**src/hdl/pwr_consts.svh**
```systemverilog
`ifndef PWR_CONSTS_SVH
`define PWR_CONSTS_SVH

// ***********************************************
// register offsets
// ***********************************************
`define OFF_CMD       8'h00
`define OFF_CFG       8'h04
`define OFF_STAT      8'h08
`define OFF_IRQ_ST    8'h0C
`define OFF_IRQ_MASK  8'h10

// ***********************************************
// field positions and values
// ***********************************************
`define KEY_MSB       31
`define KEY_LSB       24
`define KEY_VALUE     8'hA5
`define PD_BIT        0
`define EDGE_MSB      1
`define EDGE_LSB      0
`define DEB_MSB       7
`define DEB_LSB       4
`define ALARM_EN_BIT  16
`define FLAG_WAKE_BIT 0
`define FLAG_ALRM_BIT 16

// ***********************************************
// reset values, timing and response codes
// ***********************************************
`define CFG_RESET     32'h0000_0003
`define STAT_RESET    32'h0000_0000
`define DEB_UNIT      8'h10
`define CMD_DELAY     2
`define RESP_OKAY     2'h0
`define RESP_SLVERR   2'h2

`endif

```
**src/hdl/pwr_pkg.sv**
```systemverilog
package pwr_pkg;

   typedef enum logic [1:0] {
      EDGE_NONE = 2'b00,
      EDGE_RISE = 2'b01,
      EDGE_FALL = 2'b10,
      EDGE_BOTH = 2'b11
   } edge_sel_t;

   typedef struct packed {
      logic       in_r;
      logic       running;
      logic [7:0] count;
   } filt_state_t;

   typedef struct packed {
      logic        aw_held;
      logic [7:0]  awaddr;
      logic        w_held;
      logic [31:0] wdata;
      logic [3:0]  wstrb;
      logic        aw_rdy;
      logic        w_rdy;
      logic        bvalid;
      logic [1:0]  bresp;
      logic        ar_rdy;
      logic        rvalid;
      logic [31:0] rdata;
      logic [1:0]  rresp;
      edge_sel_t   edge_sel;
      logic [3:0]  deb_count;
      logic        alarm_en;
      logic        cmd_d1;
      logic        cmd_d2;
      logic        pin;
      logic        alarm_s1;
      logic        alarm_s2;
      logic        alarm_s3;
      logic        wake_flag;
      logic        alarm_flag;
      logic [1:0]  irq_st;
      logic [1:0]  irq_mask;
      logic        irq;
   } ctrl_state_t;

endpackage

```
**src/hdl/wake_if.sv**
```systemverilog
`timescale 1ns/1ps
interface wake_if;
   pwr_pkg::edge_sel_t edge_sel;
   logic [3:0]         deb_count;
   logic               wake_in;
   logic               wake_fire;

   modport ctrl (output edge_sel, output deb_count, output wake_in, input wake_fire);
   modport det  (input edge_sel, input deb_count, input wake_in, output wake_fire);
endinterface

```
**src/hdl/power_shutdown_wake_controller.sv**
```systemverilog
`timescale 1ns/1ps
`include "pwr_consts.svh"

module power_shutdown_wake_controller (
   input  wire logic        core_clk_i,
   input  wire logic        reset_n_i,
   input  wire logic [7:0]  awaddr_i,
   input  wire logic        awvalid_i,
   output logic             awready_o,
   input  wire logic [31:0] wdata_i,
   input  wire logic [3:0]  wstrb_i,
   input  wire logic        wvalid_i,
   output logic             wready_o,
   output logic [1:0]       bresp_o,
   output logic             bvalid_o,
   input  wire logic        bready_i,
   input  wire logic [7:0]  araddr_i,
   input  wire logic        arvalid_i,
   output logic             arready_o,
   output logic [31:0]      rdata_o,
   output logic [1:0]       rresp_o,
   output logic             rvalid_o,
   input  wire logic        rready_i,
   input  wire logic        wake_input_zero_i,
   input  wire logic        backup_alarm_timer_i,
   output logic             power_off_pin_o,
   output logic             irq_o
);

   localparam pwr_pkg::ctrl_state_t RESET_STATE = '{
      aw_rdy    : 1'b1,
      w_rdy     : 1'b1,
      ar_rdy    : 1'b1,
      edge_sel  : pwr_pkg::edge_sel_t'(`CFG_RESET & 32'h0000_0003),
      default   : '0
   };

   pwr_pkg::ctrl_state_t st_r;
   pwr_pkg::ctrl_state_t st_nxt;
   logic                 do_write;
   logic                 wr_cmd;
   logic                 cmd_ok;
   logic                 key_bad;
   logic                 alarm_rise;
   logic                 alarm_hit;
   logic                 rd_stat;
   logic [31:0]          rd_word;
   logic                 rd_hit;
   logic                 wr_hit;

   // offsets are word aligned, the low two address bits never select
   function automatic logic [7:0] word_addr(input logic [7:0] a);
      return a & 8'hFC;
   endfunction

   wake_if wk ();

   assign wk.edge_sel  = st_r.edge_sel;
   assign wk.deb_count = st_r.deb_count;
   assign wk.wake_in   = wake_input_zero_i;

   wake_filter u_filter (
      .core_clk_i (core_clk_i),
      .reset_n_i  (reset_n_i),
      .wk         (wk.det)
   );

   // ***********************************************
   // read decode
   // ***********************************************
   always_comb begin
      rd_word = 32'h0000_0000;
      rd_hit  = 1'b1;
      unique case (word_addr(araddr_i))
         `OFF_CMD: rd_word = 32'h0000_0000;
         `OFF_CFG: begin
            rd_word[`EDGE_MSB:`EDGE_LSB] = st_r.edge_sel;
            rd_word[`DEB_MSB:`DEB_LSB]   = st_r.deb_count;
            rd_word[`ALARM_EN_BIT]       = st_r.alarm_en;
         end
         `OFF_STAT: begin
            rd_word[`FLAG_WAKE_BIT] = st_r.wake_flag;
            rd_word[`FLAG_ALRM_BIT] = st_r.alarm_flag;
         end
         `OFF_IRQ_ST: begin
            rd_word[`FLAG_WAKE_BIT] = st_r.irq_st[0];
            rd_word[`FLAG_ALRM_BIT] = st_r.irq_st[1];
         end
         `OFF_IRQ_MASK: begin
            rd_word[`FLAG_WAKE_BIT] = st_r.irq_mask[0];
            rd_word[`FLAG_ALRM_BIT] = st_r.irq_mask[1];
         end
         default: rd_hit = 1'b0;
      endcase
   end

   // ***********************************************
   // next state
   // ***********************************************
   always_comb begin
      st_nxt     = st_r;
      do_write   = st_r.aw_held && st_r.w_held && !st_r.bvalid;
      wr_cmd     = do_write && word_addr(st_r.awaddr) == `OFF_CMD;
      key_bad    = st_r.wdata[`KEY_MSB:`KEY_LSB] != `KEY_VALUE;
      // key sits in the top byte, so both lanes must be strobed
      cmd_ok     = wr_cmd && !key_bad && st_r.wstrb[3] && st_r.wstrb[0]
                   && st_r.wdata[`PD_BIT];
      rd_stat    = arvalid_i && st_r.ar_rdy && word_addr(araddr_i) == `OFF_STAT;
      wr_hit     = 1'b1;

      // alarm crosses in from the backup timer, two stages then edge
      st_nxt.alarm_s1 = backup_alarm_timer_i;
      st_nxt.alarm_s2 = st_r.alarm_s1;
      st_nxt.alarm_s3 = st_r.alarm_s2;
      alarm_rise      = st_r.alarm_s2 && !st_r.alarm_s3;
      alarm_hit       = alarm_rise && st_r.alarm_en;

      if (awvalid_i && st_r.aw_rdy) begin
         st_nxt.aw_held = 1'b1;
         st_nxt.awaddr  = awaddr_i;
      end
      if (wvalid_i && st_r.w_rdy) begin
         st_nxt.w_held = 1'b1;
         st_nxt.wdata  = wdata_i;
         st_nxt.wstrb  = wstrb_i;
      end
      if (st_r.bvalid && bready_i) begin
         st_nxt.bvalid = 1'b0;
      end

      if (do_write) begin
         st_nxt.aw_held = 1'b0;
         st_nxt.w_held  = 1'b0;
         st_nxt.bvalid  = 1'b1;
         unique case (word_addr(st_r.awaddr))
            `OFF_CMD: ;
            `OFF_CFG: begin
               if (st_r.wstrb[0]) begin
                  st_nxt.edge_sel  = pwr_pkg::edge_sel_t'(st_r.wdata[`EDGE_MSB:`EDGE_LSB]);
                  st_nxt.deb_count = st_r.wdata[`DEB_MSB:`DEB_LSB];
               end
               if (st_r.wstrb[2]) begin
                  st_nxt.alarm_en = st_r.wdata[`ALARM_EN_BIT];
               end
            end
            `OFF_STAT: ;
            `OFF_IRQ_ST: begin
               if (st_r.wstrb[0] && st_r.wdata[`FLAG_WAKE_BIT]) begin
                  st_nxt.irq_st[0] = 1'b0;
               end
               if (st_r.wstrb[2] && st_r.wdata[`FLAG_ALRM_BIT]) begin
                  st_nxt.irq_st[1] = 1'b0;
               end
            end
            `OFF_IRQ_MASK: begin
               if (st_r.wstrb[0]) begin
                  st_nxt.irq_mask[0] = st_r.wdata[`FLAG_WAKE_BIT];
               end
               if (st_r.wstrb[2]) begin
                  st_nxt.irq_mask[1] = st_r.wdata[`FLAG_ALRM_BIT];
               end
            end
            default: wr_hit = 1'b0;
         endcase
         st_nxt.bresp = wr_hit ? `RESP_OKAY : `RESP_SLVERR;
      end
      st_nxt.aw_rdy = !st_nxt.aw_held && !st_nxt.bvalid;
      st_nxt.w_rdy  = !st_nxt.w_held && !st_nxt.bvalid;

      if (arvalid_i && st_r.ar_rdy) begin
         st_nxt.ar_rdy = 1'b0;
         st_nxt.rvalid = 1'b1;
         st_nxt.rdata  = rd_word;
         st_nxt.rresp  = rd_hit ? `RESP_OKAY : `RESP_SLVERR;
      end else if (st_r.rvalid && rready_i) begin
         st_nxt.rvalid = 1'b0;
         st_nxt.ar_rdy = 1'b1;
      end

      // two-stage delay keeps the pin from moving in the write cycle
      st_nxt.cmd_d1 = cmd_ok;
      st_nxt.cmd_d2 = st_r.cmd_d1;
      if (st_r.cmd_d2) begin
         st_nxt.pin = 1'b1;
      end else if (wk.wake_fire || alarm_hit) begin
         st_nxt.pin = 1'b0;
      end

      // clear on read first, a same-cycle event then wins
      if (rd_stat) begin
         st_nxt.wake_flag  = 1'b0;
         st_nxt.alarm_flag = 1'b0;
      end
      if (wk.wake_fire) begin
         st_nxt.wake_flag = 1'b1;
         st_nxt.irq_st[0] = 1'b1;
      end
      if (alarm_hit) begin
         st_nxt.alarm_flag = 1'b1;
         st_nxt.irq_st[1]  = 1'b1;
      end
      st_nxt.irq = |(st_nxt.irq_st & st_nxt.irq_mask);
   end

   // free-running clock, nothing gates this process
   always_ff @(posedge core_clk_i or negedge reset_n_i) begin
      if (!reset_n_i) begin
         st_r <= RESET_STATE;
      end else begin
         st_r <= st_nxt;
      end
   end

   // ***********************************************
   // outputs
   // ***********************************************
   assign awready_o       = st_r.aw_rdy;
   assign wready_o        = st_r.w_rdy;
   assign bvalid_o        = st_r.bvalid;
   assign bresp_o         = st_r.bresp;
   assign arready_o       = st_r.ar_rdy;
   assign rvalid_o        = st_r.rvalid;
   assign rdata_o         = st_r.rdata;
   assign rresp_o         = st_r.rresp;
   assign power_off_pin_o = st_r.pin;
   assign irq_o           = st_r.irq;
endmodule

```
**src/hdl/wake_filter.sv**
```systemverilog
`timescale 1ns/1ps
`include "pwr_consts.svh"

module wake_filter (
   input  wire logic core_clk_i,
   input  wire logic reset_n_i,
   wake_if.det       wk
);

   pwr_pkg::filt_state_t st_r;
   pwr_pkg::filt_state_t st_nxt;
   logic                 change;
   logic                 qual;
   logic                 fire;
   logic [7:0]           target;

   // ***********************************************
   // edge qualification and debounce count
   // ***********************************************
   always_comb begin
      st_nxt = st_r;
      fire   = 1'b0;
      target = 8'(wk.deb_count * `DEB_UNIT);
      change = wk.wake_in != st_r.in_r;
      unique case (wk.edge_sel)
         pwr_pkg::EDGE_NONE: qual = 1'b0;
         pwr_pkg::EDGE_RISE: qual = change && wk.wake_in;
         pwr_pkg::EDGE_FALL: qual = change && !wk.wake_in;
         pwr_pkg::EDGE_BOTH: qual = change;
      endcase
      st_nxt.in_r = wk.wake_in;
      if (change) begin
         // any change aborts a running count
         st_nxt.running = 1'b0;
         st_nxt.count   = 8'h00;
         if (qual && target == 8'h00) begin
            fire = 1'b1;
         end else if (qual) begin
            st_nxt.running = 1'b1;
            st_nxt.count   = 8'h01;
         end
      end else if (st_r.running) begin
         if (st_r.count == target) begin
            fire           = 1'b1;
            st_nxt.running = 1'b0;
            st_nxt.count   = 8'h00;
         end else begin
            st_nxt.count = st_r.count + 8'h01;
         end
      end
   end

   assign wk.wake_fire = fire;

   always_ff @(posedge core_clk_i or negedge reset_n_i) begin
      if (!reset_n_i) begin
         st_r <= '0;
      end else begin
         st_r <= st_nxt;
      end
   end
endmodule

```
**config.mk**
```make
export PLATFORM = sky130hd
export DESIGN_NAME = power_shutdown_wake_controller
export DESIGN_NICKNAME = d
export VERILOG_FILES = /design/src/hdl/pwr_pkg.sv /design/src/hdl/wake_if.sv /design/src/hdl/power_shutdown_wake_controller.sv /design/src/hdl/wake_filter.sv
export VERILOG_INCLUDE_DIRS = /design/src /design/src/hdl
export SDC_FILE = /design/constraint.sdc
export NUM_CORES = 1
export LEC_CHECK = 0
export BUFFER_PORTS_ARGS = -buffer_cell sky130_fd_sc_hd__buf_2
export CORE_MARGIN = 2
export CORE_UTILIZATION = 55
export CTS_BUF_LIST = sky130_fd_sc_hd__clkbuf_4 sky130_fd_sc_hd__clkbuf_8 sky130_fd_sc_hd__clkbuf_16
export CTS_CLUSTER_SIZE = 25
export DETAILED_ROUTE_END_ITERATION = 16
export HOLD_SLACK_MARGIN = 0.02
export PLACE_DENSITY = 0.95
export SYNTH_ARGS = -nofsm -noshare
export SYNTH_HDL_FRONTEND = slang
export SYNTH_HIERARCHICAL = 1
export SYNTH_SLANG_ARGS = --single-unit
```
**constraint.sdc**
```tcl
create_clock -name core_clk_i -period 4.9 [get_ports core_clk_i]
set_input_delay 0.245 -clock core_clk_i [delete_from_list [all_inputs] [get_ports core_clk_i]]
set_output_delay 0.245 -clock core_clk_i [all_outputs]
set_load 0.1 [all_outputs]
```
Yosys cells after proc, flatten, opt, wreduce, memory -nomap -nowiden
Index checks and enable logic that the tools add are counted.
{ "classes": {"n_addsub": 1, "n_eq_ne": 14, "reduce_logical": 44, "bitwise_logic": 1, "mux": 41} }
{ "ops": {"columns": ["operator", "count"], "rows": [
  ["2-to-1 mux 9 bit", 5],
  ["2-to-1 mux 37 bit", 1],
  ["== test 6 x 2 -> 1 bit (second input constant)", 4],
  ["zero test 8 bit", 3],
  ["logical AND 1 bit", 22],
  ["2-to-1 mux 1 bit", 20],
  ["2-to-1 mux 2 bit", 8],
  ["== test 6 x 1 -> 1 bit (second input constant)", 2],
  ["== test 6 x 3 -> 1 bit (second input constant)", 2],
  ["case mux 1 bit (4 select lines)", 3],
  ["nonzero test 2 bit", 5],
  ["OR reduction 5 bit", 2],
  ["adder 8 x 1 -> 8 bit (second input constant)", 1],
  ["== test 8 bit", 1],
  ["2-to-1 mux 4 bit", 2],
  ["2-to-1 mux 8 bit", 1],
  ["!= test 8 bit (second input constant)", 1],
  ["zero test 1 bit", 7],
  ["AND reduction 3 bit", 2],
  ["== test 2 bit (second input constant)", 2],
  ["2-to-1 mux 3 bit", 1],
  ["AND 2 bit", 1],
  ["== test 2 x 1 -> 1 bit (second input constant)", 1],
  ["zero test 2 bit", 1],
  ["other kinds (3)", 3]
]} }
{ "word_totals": {"input_bits": 61, "out_inout_bits": 43, "ff_bits": 92} }

Logic depth before layout (Yosys ltp)
{ "depth": {"ltp_word": 9, "mapped_depth": 10, "mapped_depth_nobuf": 10} }

By module
The synthesis kept the hierarchy.
{ "modules_own_cells": {"columns": ["mod", "area_each_um2", "seq_area_each_um2", "instances", "cells_per_inst"], "rows": [
  ["power_shutdown_wake_controller", 2671.3, 1507.7, 1, 205],
  ["wake_filter", 694.4, 250.2, 1, 79]
]} }

Worst setup path before layout
OpenSTA, ideal clock, no wires.
{ "synth_path": {"path_type": "flip-flop to flip-flop", "start": "register st_r (netlist bit wk.edge_sel[0])", "end": "register st_r (netlist bit irq_o)", "path_slack_ps": 2723, "arrival_ps": 2056, "path_buffers": 0, "setup_time_ps": 121, "path_stages_with_launch": 11, "t_required_ps": 4779, "path_cell_list": "dfstp_2 -> inv_1 -> ha_1 -> nor2b_1 -> o211a_1 -> o21ai_0 -> o22ai_1 -> inv_1 -> nand2_1 -> o32a_1 -> a22o_1"} }
{ "synth_lines": {"columns": ["element", "line", "source"], "rows": [
  ["start: declaration", "power_shutdown_wake_controller.sv:38", "pwr_pkg::ctrl_state_t st_r;"],
  ["start signal: assignment", "power_shutdown_wake_controller.sv:210", "st_r <= st_nxt;"]
]} }

==> key figures <==
Clock tree
  • CTS buffer count: 9
  • Clock-pin slew on the worst setup and hold paths: 70 ps
  • Worst skew pair latency: 340 ps
  • Clk root buf: clkbuf_8
  • CTS tree: done
  • Setup bufs post-CTS: 0
  • Max Root-Sink Buffers: 2
  • Max H-tree Level: 3
  • Clk sink count: 70

Layout
  • Layout overhead on the synthesized area: 10.82%
  • Share of layout cells above drive strength 1: 0.3607
  • Final std cells w/o fill: 416
  • Nets: 402
  • Fillers: 468
  • ANT cells: 0
  • Post-route cell area: 3730 um2
  • Final core occ: 0.6300

Yosys
  • Post-Synth Simple-Gate Area: 0.1212
  • Mux share of post-synthesis cell area: 0.1268
  • Yosys Warn Count: 6
  • Count leader, synth: dfrtp_1
  • Dominant synthesized flop cell: dfrtp_1
  • EDFF count, synth: 0
  • Largest family of logic cells by synthesized area: multiplexers
  • Synth Area in XOR/XNOR: 0.01561
  • Top cells by area, synth: dfrtp_1, mux2_2, buf_4
  • Syn avg cell area: 11.85 um2
  • Most frequent cells after synthesis: dfrtp_1, buf_4, mux2_2
  • Synth Area in Compound Gates: 0.09145
  • Synth cell types: 51
  • Synth area leader: dfrtp_1
  • Yosys top cell area share: 0.4833
  • #FFs+latches synth: 70
  • Sequential fraction of the synthesis area: 0.5223
  • Synth Instances: 284
  • Cell Area, Synth: 3366 um2
  • Post-synth ARST share: 1.000
  • Adder-cell share of the synthesized area: 0.01859

Routing
  • # DRC: 0
  • Via density: 5.236
  • DR WL/cell: 14.24 um
  • Final wirelength: 5922 um
  • Total number of vias: 2,178
  • Iteration count of the initial detailed-routing pass: 4
  • Post-route ant nets: 0
  • Initial DRC Count: 156

Power and ir drop
  • Net Switching: 0.0007826 W
  • Max VDD drop: 0.0005960 V
  • Sequential power share: 0.449
  • Total power: 0.002002 W
  • PwrDens: 536.7 nW/um2
  • Internal Power: 0.001219 W
  • Comb pwr share: 0.338
  • Clock share of power: 0.213
  • Switch share: 0.3910
  • Static leakage: 1.825 nW

Die
  • Die ar.: 6761 um2
  • Core ar.: 5921 um2
  • Vert. Die Dim: 82.23 um
  • Row count: 28
  • Io pins: 104
  • Starting density of the core: 0.5685
  • Chip Width: 82.23 um

Critical path
  • Setup crit start: wk.edge_sel[0]
  • Cell mode on critical path: inv_1
  • Worst path buffer plus inverter count: 2
  • Critical Path Max Stage Delay: 560 ps
  • CP arrival: 2720 ps
  • Reg2reg path depth: 10
  • CP max-delay cell: dfstp_2
  • Sequence of cells on the critical path: inv_1, ha_1, nor2b_1, o211a_1, o21ai_0, o22ai_1, inv_1, nand2_1, o32a_1, a22o_1
  • FF-to-FF setup slack: 2410 ps
  • CP top delay family: compound AO/OA/AOI/OAI gates
  • Critical Path RT: 5130 ps
  • RR Startpoint: wk.edge_sel[0]
  • Type of the worst setup path: reg -> reg
  • CP Max Fanout: 4
  • Critical path capture point type: flip-flop
  • Worst Setup Start Kind: flip-flop
  • FF-to-FF End: irq_o

Placement
  • IO buf count: 54
  • Post-DP Area: 3533 um2
  • GPL Wtd Cong: 0.8360
  • HPWL after DPL: 4257 um
  • Post-Place Cells: 399

Global routing
  • GRT overflow: 0
  • Largest net degree at the start of global routing: 71
  • Initial antenna violation count: 0
  • First-pass GRT wire length: 9880 um
  • Total Routing Usage GR: 0.1977
  • Vias in the first global route: 2,167

STA
  • Final worst-path cycle share: 0.5079
  • RSZ-0062 raised after global routing: false
  • Final Slew Violations: 0
  • Fmax: 0.4018 GHz
  • Relative slew margins: 0.4384
  • Final Hold Viols: 0
  • Clock Skew: 9.284 ps
  • Min Clock Period, post-route: 2489 ps
  • Final setup fails: 0
  • Final setup TNS: 0 ps
  • Pin slew with the least headroom to its limit: 842.4 ps

Run
  • MaxCap Viol Count: 0

Hold path
  • Worst hold path endpoint: u_filter/st_r[9]
  • Worst Min Path Start: wake_input_zero_i
  • Min-Delay Path Class: in -> reg
  • Hold Path Stages: 1

Outcome
  • Outcome: complete, no violations
## final cells by class
cell class	count	area, um2	area share
Timing Repair Buffer	56	287.8	0.07716
Sequential cell	70	1758	0.4713
Clock inverter	3	20.02	0.005367
Multi-Input combinational cell	187	1359	0.3643
Inverter	12	45.04	0.01208
Tap cell	75	93.84	0.02516
Clock buffer	13	166.4	0.04462
## routing by layer
metal	global-route usage	share of wire
met3	0.08370	0.084
met4	0.06667	0.010
met2	0.3081	0.47
met5	0	0
met1	0.2484	0.43
## power groups by stage
stage,sequential [W],clock (W),combinational [W]
4_1_cts,0.000898,0.000438,0.000679
2_1_floorplan,0.000974,0,0.000498
6_report,0.000899,0.000427,0.000676
3_5_place_dp,0.000909,0,0.000675
3_3_place_gp,0.000891,0,0.000654
5_1_grt,0.000923,0.000464,0.000725
## worst max path at each step
| stage | endpoint | cells after the start |
|---|---|---|
| floorplan | irq_o | 10 |
| global placement | irq_o | 10 |
| detailed placement | irq_o | 10 |
| CTS | irq_o | 10 |
| global route | irq_o | 10 |
| finish | irq_o | 10 |
## what timing repair did
item                                   CTS  global route
resized for setup                        0             0
endpoints found under the hold margin    1             0
hold buffers                             1             0
setup endpoints to repair                0             0
## cell families (layout without fill, tap and decap cells)
group,count (synthesis),count (layout)
other,1,27
multiplexers,36,36
XOR/XNOR,6,6
buffers and inverters,53,84
AO/OA/AOI/OAI,41,41
flip-flops,70,70
adder cells (fa/ha/maj),5,5
AND/OR/NAND/NOR,72,72
## registers in the layout (all words and copies together), names as in the netlist
name,cells
bresp_o,1
power_off_pin_o,1
u_filter/st_r,10
awready_o,1
wk.edge_sel,2
bvalid_o,1
st_nxt,3
wk.deb_count,4
arready_o,1
wready_o,1
rresp_o,1
st_r,35
rvalid_o,1
irq_o,1
rdata_o,7
## per-stage QoR
step | setup WS (ps) | hold slack (ps)
5_1_grt | 2323 | 57.82
3_3_place_gp | 2594 | 332.0
6_report | 2411 | 65.13
4_1_cts | 2428 | 49.97
2_1_floorplan | 2723 | -50.59
3_5_place_dp | 2511 | 343.4
## cells in the final DEF, fill, tap and decap left out, drive strengths merged, types with 2 or more instances in the layout
| cell | synthesis | final |
|---|---|---|
| nand3 | 7 | 7 |
| clkinvlp | 0 | 2 |
| dfrtp | 65 | 65 |
| xor2 | 4 | 4 |
| mux2 | 35 | 35 |
| or3 | 5 | 5 |
| a21o | 3 | 3 |
| o32a | 2 | 2 |
| nor3b | 4 | 4 |
| or4 | 2 | 2 |
| ha | 5 | 5 |
| conb | 1 | 27 |
| a21oi | 4 | 4 |
| nor3 | 6 | 6 |
| nor2b | 5 | 5 |
| a22o | 6 | 6 |
| o211ai | 7 | 7 |
| buf | 39 | 55 |
| nand2 | 27 | 27 |
| nand4 | 3 | 3 |
| a2bb2oi | 2 | 2 |
| xnor2 | 2 | 2 |
| a22oi | 2 | 2 |
| nor4b | 2 | 2 |
| clkbuf | 2 | 13 |
| dfstp | 5 | 5 |
| o21ai | 9 | 9 |
| inv | 12 | 12 |
| a31o | 2 | 2 |
| nor2 | 4 | 4 |
| or2 | 2 | 2 |
No activity file was read; power rests on OpenSTA's default activity.
